`src/logic/astg_pkg.sv`:
```
`default_nettype none
package astg_pkg;
    // APB register map, byte addresses.
    localparam int ADDR_W = 8;
    localparam logic [7:0] ADDR_CTRL = 8'h00;
    localparam logic [7:0] ADDR_PIO = 8'h04;
    localparam logic [7:0] ADDR_MWDMA = 8'h08;
    localparam logic [7:0] ADDR_UDMA = 8'h0C;
    localparam logic [7:0] ADDR_PRESET = 8'h10;
    localparam logic [7:0] ADDR_STATUS = 8'h14;

    // Control register fields.
    localparam int CTRL_EN_BIT = 0;
    localparam int CTRL_CLS_LSB = 1;
    localparam int CTRL_WR_BIT = 3;
    // Preset register fields.
    localparam int PRE_CLS_LSB = 0;
    localparam int PRE_MODE_LSB = 2;
    // Status register fields.
    localparam int STS_PH_LSB = 0;
    localparam int STS_STB_BIT = 4;
    localparam int STS_RDY_BIT = 5;
    localparam int STS_CNT_LSB = 16;

    typedef enum logic [1:0] {
        CLS_PIO = 2'b00,
        CLS_MWDMA = 2'b01,
        CLS_UDMA = 2'b10,
        CLS_NONE = 2'b11
    } astg_cls_t;

    typedef enum logic [2:0] {
        PH_IDLE = 3'b000,
        PH_ACTV = 3'b001,
        PH_RECV = 3'b010,
        PH_URUN = 3'b011,
        PH_UPAUSE = 3'b100
    } astg_phase_t;

    // One timing register: recovery setting in bits 15:8, assertion in 7:0.
    typedef struct packed {
        logic [7:0] rec;
        logic [7:0] asn;
    } astg_tmg_t;

    typedef struct packed {
        logic write;
        astg_cls_t cls;
        logic en;
    } astg_ctrl_t;

    // Clocks that hardware adds to each programmed setting.
    localparam logic [9:0] ASN_EXTRA = 10'h001;
    localparam logic [9:0] REC_EXTRA = 10'h002;
    localparam logic [9:0] UASN_EXTRA = 10'h002;
    localparam logic [9:0] UREC_EXTRA = 10'h001;
    localparam logic [9:0] UREC_TAIL = 10'h001;
    localparam logic [9:0] LEN_ONE = 10'h001;

    // Preset settings per transfer mode.
    localparam astg_tmg_t PIO0_TMG = '{rec: 8'h10, asn: 8'h11};
    localparam astg_tmg_t MW0_TMG = '{rec: 8'h0E, asn: 8'h0C};
    localparam astg_tmg_t MW1_TMG = '{rec: 8'h02, asn: 8'h04};
    localparam astg_tmg_t MW2_TMG = '{rec: 8'h01, asn: 8'h04};
    localparam int UD_MODES = 5;
    localparam logic [UD_MODES-1:0][7:0] UD_ASN = {8'h00, 8'h01, 8'h02, 8'h03, 8'h05};
    localparam logic [UD_MODES-1:0][7:0] UD_REC = {8'h05, 8'h05, 8'h05, 8'h07, 8'h09};
    localparam logic [2:0] MODE_1 = 3'h1;
    localparam logic [2:0] MODE_2 = 3'h2;
endpackage
`default_nettype wire

```
`src/logic/astg_dncnt.sv`:
```
`timescale 1ns/10ps
`default_nettype none
// Phase timer: a load makes the next value-plus-one cycles one phase.
module astg_dncnt
    import astg_pkg::*;
#(
    parameter int CW = 9
)
(
    input wire logic core_clk,
    input wire logic srst,
    input wire logic load,
    input wire logic [CW-1:0] value,
    output logic expired
);
    typedef struct packed {
        logic [CW-1:0] cnt;
    } astg_cnt_t;

    astg_cnt_t q, d;

    always_comb
    begin
        d = q;
        if (load)
        begin
            d.cnt = value;
        end
        else if (q.cnt != '0)
        begin
            d.cnt = q.cnt - CW'(1);
        end
    end

    assign expired = (q.cnt == '0);

    always_ff @(posedge core_clk)
    begin
        if (srst)
        begin
            q <= '0;
        end
        else
        begin
            q <= d;
        end
    end
endmodule
`default_nettype wire

```
`src/logic/astg_strobe_gen.sv`:
```
// Overview of operation
// - Every interval is a whole number of core clock periods, counted by one timer.
// - In PIO and multiword DMA the strobe is active for assertion+1 and idle for recovery+2.
// - Multiword DMA mode 0 or any unlisted mode uses assertion 12 and recovery 14.
// - Multiword DMA modes 1 and 2 use assertion 4 with recovery 2 and 1 respectively.
// - In Ultra DMA write each strobe phase lasts assertion+2 and a pause recovery+1.
// - The Ultra DMA recovery exceeds its setting by at least two clocks: one in the pause phase, one passing through idle.
// - Ultra DMA recovery only applies when a transfer pauses, never between edges.
// - An Ultra DMA strobe cycle is two assertion intervals, one per edge.
// - PIO mode 0 uses assertion 17 and recovery 16, giving 18 clocks each.
`timescale 1ns/10ps
`default_nettype none
module astg_strobe_gen
    import astg_pkg::*;
#(
    parameter int CNT_W = 16
)
(
    input wire logic core_clk,
    input wire logic srst,
    input wire logic psel,
    input wire logic penable,
    input wire logic pwrite,
    input wire logic [ADDR_W-1:0] paddr,
    input wire logic [31:0] pwdata,
    output logic [31:0] prdata,
    output logic pready,
    output logic pslverr,
    input wire logic xferReq,
    input wire logic driveReady,
    output logic strobe,
    output logic busy
);
    typedef struct packed {
        astg_phase_t phase;
        logic strobe;
        logic busy;
        logic rdySync1;
        logic rdySync2;
        astg_ctrl_t ctrl;
        astg_tmg_t pio;
        astg_tmg_t mw;
        astg_tmg_t ud;
        logic [CNT_W-1:0] cycles;
        logic pready;
        logic pslverr;
        logic [31:0] prdata;
        logic [9:0] runLen;
    } astg_state_t;

    astg_state_t q, d;
    astg_tmg_t actTmg;
    astg_tmg_t preTmg;
    logic cntLoad;
    logic [8:0] cntVal;
    logic cntExp;
    logic run;
    logic udGo;
    logic access;
    logic wrTake;
    logic wrPreset;
    logic mapped;
    logic [31:0] rdVal;
    astg_cls_t preCls;
    logic [2:0] preMode;

    astg_dncnt #(
        .CW(9)
    ) u_timer (
        .core_clk(core_clk),
        .srst(srst),
        .load(cntLoad),
        .value(cntVal),
        .expired(cntExp)
    );

    // Preset table lookup for a written class and mode number.
    always_comb
    begin
        preCls = astg_cls_t'(pwdata[PRE_CLS_LSB +: 2]);
        preMode = pwdata[PRE_MODE_LSB +: 3];
        preTmg = PIO0_TMG;
        if (preCls == CLS_MWDMA)
        begin
            if (preMode == MODE_1)
            begin
                preTmg = MW1_TMG;
            end
            else if (preMode == MODE_2)
            begin
                preTmg = MW2_TMG;
            end
            else
            begin
                preTmg = MW0_TMG;
            end
        end
        else if (preCls == CLS_UDMA)
        begin
            if (preMode < 3'(UD_MODES))
            begin
                preTmg = '{rec: UD_REC[preMode], asn: UD_ASN[preMode]};
            end
            else
            begin
                preTmg = '{rec: UD_REC[0], asn: UD_ASN[0]};
            end
        end
    end

    always_comb
    begin
        unique case (q.ctrl.cls)
            CLS_MWDMA: actTmg = q.mw;
            CLS_UDMA: actTmg = q.ud;
            default: actTmg = q.pio;
        endcase
        // Ultra DMA runs only on writes; reads would need the drive's strobe.
        run = q.ctrl.en && xferReq && (q.ctrl.cls != CLS_NONE)
            && ((q.ctrl.cls != CLS_UDMA) || q.ctrl.write);
        udGo = run && (q.ctrl.cls == CLS_UDMA) && q.rdySync2;
        access = psel && penable;
        wrTake = access && q.pready && pwrite && !q.pslverr;
        wrPreset = wrTake && (paddr == ADDR_PRESET);
        mapped = (paddr == ADDR_CTRL) || (paddr == ADDR_PIO) || (paddr == ADDR_MWDMA)
            || (paddr == ADDR_UDMA) || (paddr == ADDR_PRESET) || (paddr == ADDR_STATUS);
        rdVal = '0;
        unique case (paddr)
            ADDR_CTRL: rdVal = 32'(q.ctrl);
            ADDR_PIO: rdVal = 32'(q.pio);
            ADDR_MWDMA: rdVal = 32'(q.mw);
            ADDR_UDMA: rdVal = 32'(q.ud);
            ADDR_STATUS:
            begin
                rdVal[STS_PH_LSB +: 3] = q.phase;
                rdVal[STS_STB_BIT] = q.strobe;
                rdVal[STS_RDY_BIT] = q.rdySync2;
                rdVal[STS_CNT_LSB +: CNT_W] = q.cycles;
            end
            default: rdVal = '0;
        endcase
    end

    always_comb
    begin
        d = q;
        cntLoad = 1'b0;
        cntVal = '0;
        d.rdySync1 = driveReady;
        d.rdySync2 = q.rdySync1;

        // APB: one wait state, the access completes on the second access cycle.
        d.pready = access && !q.pready;
        if (access && !q.pready)
        begin
            d.pslverr = !mapped;
            d.prdata = pwrite ? 32'h0000_0000 : rdVal;
        end
        if (wrTake)
        begin
            unique case (paddr)
                ADDR_CTRL: d.ctrl = astg_ctrl_t'(pwdata[CTRL_EN_BIT +: 4]);
                ADDR_PIO: d.pio = astg_tmg_t'(pwdata[15:0]);
                ADDR_MWDMA: d.mw = astg_tmg_t'(pwdata[15:0]);
                ADDR_UDMA: d.ud = astg_tmg_t'(pwdata[15:0]);
                default: d.ctrl = q.ctrl;
            endcase
        end
        if (wrPreset)
        begin
            unique case (preCls)
                CLS_MWDMA: d.mw = preTmg;
                CLS_UDMA: d.ud = preTmg;
                default: d.pio = preTmg;
            endcase
        end

        // Strobe sequencer; a phase in progress always runs to its end.
        unique case (q.phase)
            PH_IDLE:
            begin
                if (udGo)
                begin
                    d.phase = PH_URUN;
                    d.strobe = !q.strobe;
                    cntLoad = 1'b1;
                    cntVal = 9'(10'(q.ud.asn) + UASN_EXTRA - LEN_ONE);
                end
                else if (run && (q.ctrl.cls != CLS_UDMA))
                begin
                    d.phase = PH_ACTV;
                    d.strobe = 1'b1;
                    cntLoad = 1'b1;
                    cntVal = 9'(10'(actTmg.asn) + ASN_EXTRA - LEN_ONE);
                end
            end
            PH_ACTV:
            begin
                if (cntExp)
                begin
                    d.phase = PH_RECV;
                    d.strobe = 1'b0;
                    cntLoad = 1'b1;
                    cntVal = 9'(10'(actTmg.rec) + REC_EXTRA - LEN_ONE);
                    d.cycles = q.cycles + CNT_W'(1);
                end
            end
            PH_RECV:
            begin
                if (cntExp && run && (q.ctrl.cls != CLS_UDMA))
                begin
                    d.phase = PH_ACTV;
                    d.strobe = 1'b1;
                    cntLoad = 1'b1;
                    cntVal = 9'(10'(actTmg.asn) + ASN_EXTRA - LEN_ONE);
                end
                else if (cntExp)
                begin
                    d.phase = PH_IDLE;
                end
            end
            PH_URUN:
            begin
                // Back-to-back edges never see the recovery count.
                if (cntExp && udGo)
                begin
                    d.strobe = !q.strobe;
                    cntLoad = 1'b1;
                    cntVal = 9'(10'(q.ud.asn) + UASN_EXTRA - LEN_ONE);
                    d.cycles = q.cycles + CNT_W'(1);
                end
                else if (cntExp)
                begin
                    d.phase = PH_UPAUSE;
                    cntLoad = 1'b1;
                    cntVal = 9'(10'(q.ud.rec) + UREC_EXTRA - LEN_ONE);
                end
            end
            PH_UPAUSE:
            begin
                // The pass through idle adds one clock beyond the setting.
                if (cntExp)
                begin
                    d.phase = PH_IDLE;
                end
            end
            default:
            begin
                d.phase = PH_IDLE;
            end
        endcase
        d.busy = (d.phase != PH_IDLE);
        d.runLen = (d.strobe != q.strobe) ? LEN_ONE
            : ((&q.runLen) ? q.runLen : q.runLen + LEN_ONE);
    end

    always_ff @(posedge core_clk)
    begin
        if (srst)
        begin
            q <= '0;
            q.phase <= PH_IDLE;
            q.ctrl.cls <= CLS_PIO;
            q.pio <= PIO0_TMG;
            q.mw <= MW0_TMG;
            q.ud <= '{rec: UD_REC[0], asn: UD_ASN[0]};
        end
        else
        begin
            q <= d;
        end
    end

    assign prdata = q.prdata;
    assign pready = q.pready;
    assign pslverr = q.pslverr;
    assign strobe = q.strobe;
    assign busy = q.busy;
endmodule
`default_nettype wire

```
`config.mk`:
```
export PLATFORM = sky130hd
export DESIGN_NAME = astg_strobe_gen
export DESIGN_NICKNAME = d
export VERILOG_FILES = /design/src/logic/astg_pkg.sv /design/src/logic/astg_dncnt.sv /design/src/logic/astg_strobe_gen.sv
export SDC_FILE = /design/constraint.sdc
export NUM_CORES = 1
export LEC_CHECK = 0
export BUFFER_PORTS_ARGS = -buffer_cell sky130_fd_sc_hd__clkbuf_2
export CAP_MARGIN = 20
export CORE_AREA = 4 4 123 125
export CTS_CLUSTER_SIZE = 16
export DETAILED_ROUTE_END_ITERATION = 16
export DIE_AREA = 0 0 127 129
export PLACE_DENSITY_LB_ADDON = 0.2
export SYNTH_ARGS = -nofsm -noshare
export SYNTH_HDL_FRONTEND = slang
export SYNTH_SLANG_ARGS = --single-unit
```
`constraint.sdc`:
```
create_clock -name core_clk -period 3.4 [get_ports core_clk]
set_input_delay 0.34 -clock core_clk [delete_from_list [all_inputs] [get_ports core_clk]]
set_output_delay 0.34 -clock core_clk [all_outputs]
set_load 0.05 [all_outputs]
```
# After elaboration in Yosys (flattened, before gate mapping)
# Memory sizes are Yosys's and may differ from the RTL's.
# Cells that the tools add are included.
dict set report totals {
  regBits 118
  latchBits 0
  mem_bits_rw 0
  romBits 128
  output_inout_bits 36
  wordCells 142
  memories 2
}
# name depth word_bits read_ports rd_ports_with_merged_regs wr line
set memory_table {}
lappend memory_table {{(no name shown)} 8 8 1 0 0 astg_strobe_gen.sv:102} ;# preTmg = '{rec: UD_REC[preMode], asn: UD_ASN[preMode]};
lappend memory_table {{(no name shown)} 8 8 1 0 0 astg_strobe_gen.sv:102}
dict set report classes {
  n_addsub 10
  n_mul 0
  n_div 0
  magnitude_cmp 2
  eq_ne 21
  shift 0
  n_mux 51
  bitwise 0
  reduce_logical 37
}
# cell count
set ops {}
lappend ops {{2-to-1 mux 16 bit} 12}
lappend ops {{2-to-1 mux 48 bit} 2}
lappend ops {{2-to-1 mux 9 bit} 8}
lappend ops {{case mux 16 bit (2 select lines)} 2}
lappend ops {{subtractor 9 x 1 -> 9 bit, second input constant} 5}
lappend ops {{case mux 9 bit (4 select lines)} 1}
lappend ops {{2-to-1 mux 32 bit} 1}
lappend ops {{case mux 10 bit (3 select lines)} 1}
lappend ops {{case mux 3 bit (5 select lines)} 2}
lappend ops {{2-to-1 mux 12 bit} 2}
lappend ops {{adder 8 x 1 -> 9 bit, second input constant} 2}
lappend ops {{adder 8 x 2 -> 9 bit, second input constant} 2}
lappend ops {{adder 16 x 1 -> 16 bit, second input constant} 1}
lappend ops {{== test 8 x 4 -> 1 bit, second input constant} 2}
lappend ops {{== test 8 x 5 -> 1 bit, second input constant} 2}
lappend ops {{2-to-1 mux 8 bit} 2}
lappend ops {{logical AND 1 bit} 15}
lappend ops {{2-to-1 mux 3 bit} 4}
lappend ops {{2-to-1 mux 4 bit} 3}
lappend ops {{case mux 1 bit (4 select lines)} 3}
lappend ops {{!= test 2 bit, second input constant} 5}
lappend ops {{== test 3 x 2 -> 1 bit, second input constant} 3}
lappend ops {{zero test 9 bit} 1}
lappend ops {{nonzero test 9 bit} 1}
lappend ops {{21 further kinds} 39}

# Longest topological paths before layout
dict set report logic_depth {
  word_depth 9
  ltp_mapped 11
  depth_no_buf 9
}

# Cells and area by module
# A second synthesis with hierarchy kept.
dict set report hier_totals {
  hier_cells 845
  area_unflattened_um2 6711.4
}
# mod n_inst cells_each area_per_inst_um2
set by_module_without_submodules {}
lappend by_module_without_submodules {astg_strobe_gen 1 783 6197.2}
lappend by_module_without_submodules {astg_dncnt 1 62 514.2}

# Worst setup path after synthesis
# Ideal clock, no wire load.
dict set report synth_path {
  path_kind {flip-flop to flip-flop}
  start {reg q[109] in the netlist's numbering}
  end {reg u_timer.q[4] in the netlist's numbering}
  setup_ps 74
  t_arrival_ps 2751
  path_slack_ps 574
  stages_incl_launch_ff 12
  path_buffers 2
  path_cell_list {dfxtp_1 inv_1 ha_1 clkbuf_1 clkbuf_1 nand2_1 o21ai_1 ha_1 or3b_2 or3_1 a21o_1 a31oi_1}
}
dict set report synth_via {
  elab_chain_len 9
  elab_cells_between_ends 31
  classes_between {add/sub (4); eq/ne (4); mux (13); reduce/logical (10)}
}
# element line
set synth_lines {}
lappend synth_lines {{from (decl)} astg_strobe_gen.sv:51} ;# astg_state_t q, d;
lappend synth_lines {{parallel branches: the longest is 9 deep, another holds adder 8 x 1 -> 9 bit} -}
lappend synth_lines {{to (signal assigned)} astg_dncnt.sv:41} ;# q <= '0;
lappend synth_lines {{to (signal assigned)} astg_dncnt.sv:45} ;# q <= d;
lappend synth_lines {{to (decl)} astg_dncnt.sv:20} ;# astg_cnt_t q, d;
# Parallel ways; which one is timed is not known.
# A chain may end at the register's enable or synchronous reset.

# Worst setup path in the final report
# Same ends and word-level chain as after synthesis.

==> flow_summary.yaml <==
run_status:
  outcome: "completed"
clocking:
  clk_root_buffer_cell: "sky130_fd_sc_hd__clkbuf_16"
  clockBufferDepth: 2
  cts_inserted_buffers: 17
  number_of_buffers_inserted_to_repair_setup_after_cts: 0
  clock_tree_from_tritoncts: "yes"
  post_cts_hold_buffer_count: 0
  clkLatencyLatePin_ps: 420
  clock-sinks: 118
  clk_pin_slew_worst_paths_ps: 50
  cts_htree_levels: 4
  cts_resized: 0
grt:
  grt_use_met2: 0.3901
  grt_pass1_vias: 6262
  track_usage: 0.2490
  globalRouteMet1Util: 0.3332
  largest_net_degree_at_the_start_of_global_routing: 47
  wire_length_of_the_first_global_routing_pass_mm: 32.54
  grt-busiest-layer: "met2"
  grt-ovfl-total: 0
  antenna_found_initial: 0
  globalRouteMet3Util: 0.05064
drt:
  vias: 6655
  detail-route-antenna-nets: 0
  detail_route.drc_violations: 0
  drt_iter0_markers: 745
  wire_per_inst_um: 18.71
  viasPerCell: 6.214
  drt_first_pass_iters: 6
  wl_mm: 20.04
critical_path:
  critPathSlowestCell: "sky130_fd_sc_hd__o21ai_1"
  critPathTopFamily: "compound AO/OA/AOI/OAI gates"
  timing.critical_path.slowest_cell_delay_ps: 500
  crit_path_end_kind: "flop"
  total_buffers_and_inverters_traversed_by_the_critical_path: 1
  timing.critical_path.fanout_max: 16
  path_class: "flop to flop"
  crit_path_start_kind: "flop"
  arrival_time_of_the_worst_setup_path_ps: 3300
  required_ps: 3740
  path_common_cell: "sky130_fd_sc_hd__ha_1"
  crit_path_cell_trace: "inv_1 > ha_1 > o21ai_1 > ha_1 > or3b_2 > or3_1 > a21o_1 > a31oi_1"
final_layout:
  layout.cells.most_common: "sky130_fd_sc_hd__dfxtp_1"
  nets: 941
  mostFrequentLayoutCells: "118 x sky130_fd_sc_hd__dfxtp_1, 111 x sky130_fd_sc_hd__nand2_1, 70 x sky130_fd_sc_hd__nor2_1"
  num-fill-cells: 1297
  share_of_post_route_cells_with_drive_strength_above_1: 0.1616
  multiInputGateArea_um2: 3940
  antenna_cells: 0
  layoutNonFillerInstCount: 1071
  syn2layout_area_growth_pct: 11.45
  layout.core_utilization: 0.5535
  seqCellArea_um2: 2362
pwr:
  worst_ir_drop_vdd_v: 0.0003060
  total_power_uw: 3898
  leakagePower_uw: 0.002786
  p_per_area_nw_per_um2: 507.3
synth:
  synth-xor-area-share: 0.01906
  synthAdderAreaFrac: 0.02541
  flop_and_latch_count_out_of_synthesis: 118
  number_of_enable_flip_flop_cells_after_synthesis: 0
  syn_area_per_cell_um2: 7.961
  synth_fp_nets: 927
  async_flop_share: 0
  synth_top_family_by_area: "compound AO/OA/AOI/OAI gates"
  cell_count_after_synthesis: 866
  ys_seq_area_frac: 0.3426
  synth_simple_gate_area_frac: 0.2394
  postSynth.topFlopCell: "sky130_fd_sc_hd__dfxtp_1"
  mappedNetlistArea_um2: 6894
  ys_warn_count: 0
  synth_compound_gate_area_share: 0.2535
  synth_mux_area_frac: 0.03412
  post_synth_num_cell_types: 76
die:
  die_area_um2: 16380
  initial_core_util: 0.4967
  core_area_um2: 13880
  core.rowCount: 43
  io-pin-count: 83
  die_height_um: 129
  die_width_um: 127
placed_design:
  io_buffers: 66
  dp_hpwl_mm: 15.20
  gp_congestion: 0.9381
  dp_cells: 1041
  place_ws_ps: 496.4
sta:
  tns_ps: 0
  postLayoutSetupSlackWorst_ps: 440.8
  timing_max_transition_violations_final: 0
  hold_violations: 0
  fin_crit_sh: 0.8704
  fmax_mhz: 337.9
  max_slew_margin: 0.4068
  grt_setup_unrepaired: "no"
  fin_worst_skew_ps: 10.13
  tightestPinTransition_ps: 883.0
  setup_violations: 0
  post-route-min-period_ps: 2959
hold_path:
  min-delay-path-class: "input port to flop"
flow_run:
  drv.max_cap_violation_count: 0
-- flip-flops by register name, indices dropped and copies added (netlist names) --
signal	cells
pready	1
u_timer.q	9
busy	1
q	72
d	1
prdata	32
strobe	1
pslverr	1
-- metrics by stage --
| step | hold WS [ps] | instance area (um2) |
|---|---|---|
| global route | 164.4 | 7684 |
| global placement | 445.2 | 7087 |
| floorplan | 413.8 | 6894 |
| CTS | 148.3 | 7684 |
| detailed placement | 443.4 | 7087 |
| finish | 165.9 | 7684 |
-- cells by family (layout without fill, tap and decap cells) --
logic type / Yosys count / in the layout
and+or+nand+nor: 332 / 332
DFF: 118 / 118
AOI/OAI and AO/OA: 253 / 253
xor gates and xnor gates: 15 / 15
buffers and inverters: 111 / 136
adders and majority gates: 14 / 14
muxes: 23 / 23
-- worst reg2reg max path, stage by stage (launching register included) --
cell and delay, ps:
sky130_fd_sc_hd__dfxtp_1 410, sky130_fd_sc_hd__inv_1 60, sky130_fd_sc_hd__ha_1 480, sky130_fd_sc_hd__o21ai_1 500
sky130_fd_sc_hd__ha_1 260, sky130_fd_sc_hd__or3b_2 500, sky130_fd_sc_hd__or3_1 320, sky130_fd_sc_hd__a21o_1 190
sky130_fd_sc_hd__a31oi_1 170
-- per-layer routing --
| layer | routed length (um) | vias up |
|---|---|---|
| met3 | 1334 | 59 |
| met5 | 0 | - |
| met1 | 8831 | 3140 |
| met4 | 770 | 0 |
| li1 | - | 3175 |
| met2 | 9103 | 281 |
-- power by group --
| part | leakage (uW) | switching, uW | total (uW) | internal (uW) |
|---|---|---|---|---|
| clock network | 0.000295 | 616 | 1810 | 1200 |
| registers | 0.000953 | 46.9 | 1480 | 1430 |
| logic | 0.00154 | 361 | 609 | 248 |
-- worst paths after layout --
kind	slack [ps]	to	cells after the start	from
max	440	u_timer.q[4]$_SDFFE_PP0P_	8	q[109]$_SDFFE_PP0P_
min reg2reg	450	q[112]$_SDFF_PP0_	1	d[112]$_SDFF_PP0_
min	170	d[112]$_SDFF_PP0_	2	driveReady
max reg2reg	440	u_timer.q[4]$_SDFFE_PP0P_	8	q[109]$_SDFFE_PP0P_
-- layout make-up --
type                       count  share of cell area
tap                          180             0.02931
multi-input combinational    637              0.5128
clock inverter                 9             0.01645
inverter                      19            0.009282
sequential                   118              0.3074
timing repair buffer          87             0.06351
clock buffer                  21             0.06123
-- Yosys cell counts (all sizes together) (4+ instances only) --
cell type / instances / area share
a211oi: 4 / 0.0044
a21o: 10 / 0.011
a21oi: 61 / 0.044
a221o: 5 / 0.0073
a221oi: 7 / 0.0089
a22o: 4 / 0.0051
a22oi: 40 / 0.044
a311oi: 14 / 0.018
a31oi: 10 / 0.0091
and2: 7 / 0.0064
and3: 6 / 0.0054
buf: 43 / 0.048
clkbuf: 48 / 0.027
dfxtp: 118 / 0.34
ha: 14 / 0.025
inv: 19 / 0.010
mux2: 4 / 0.0065
mux2i: 19 / 0.028
nand2: 111 / 0.060
nand2b: 7 / 0.0064
nand3: 34 / 0.025
nand4: 12 / 0.012
nor2: 71 / 0.039
nor2b: 11 / 0.010
nor3: 16 / 0.013
nor4: 12 / 0.011
o211ai: 4 / 0.0044
o21a: 4 / 0.0044
o21ai: 39 / 0.029
o21bai: 4 / 0.0044
o2bb2ai: 12 / 0.015
o31ai: 7 / 0.0076
or2: 7 / 0.0064
or3: 8 / 0.0074
or4: 12 / 0.014
xnor2: 6 / 0.0076
xor2: 9 / 0.011
No activity file was read; power rests on OpenSTA's default activity.
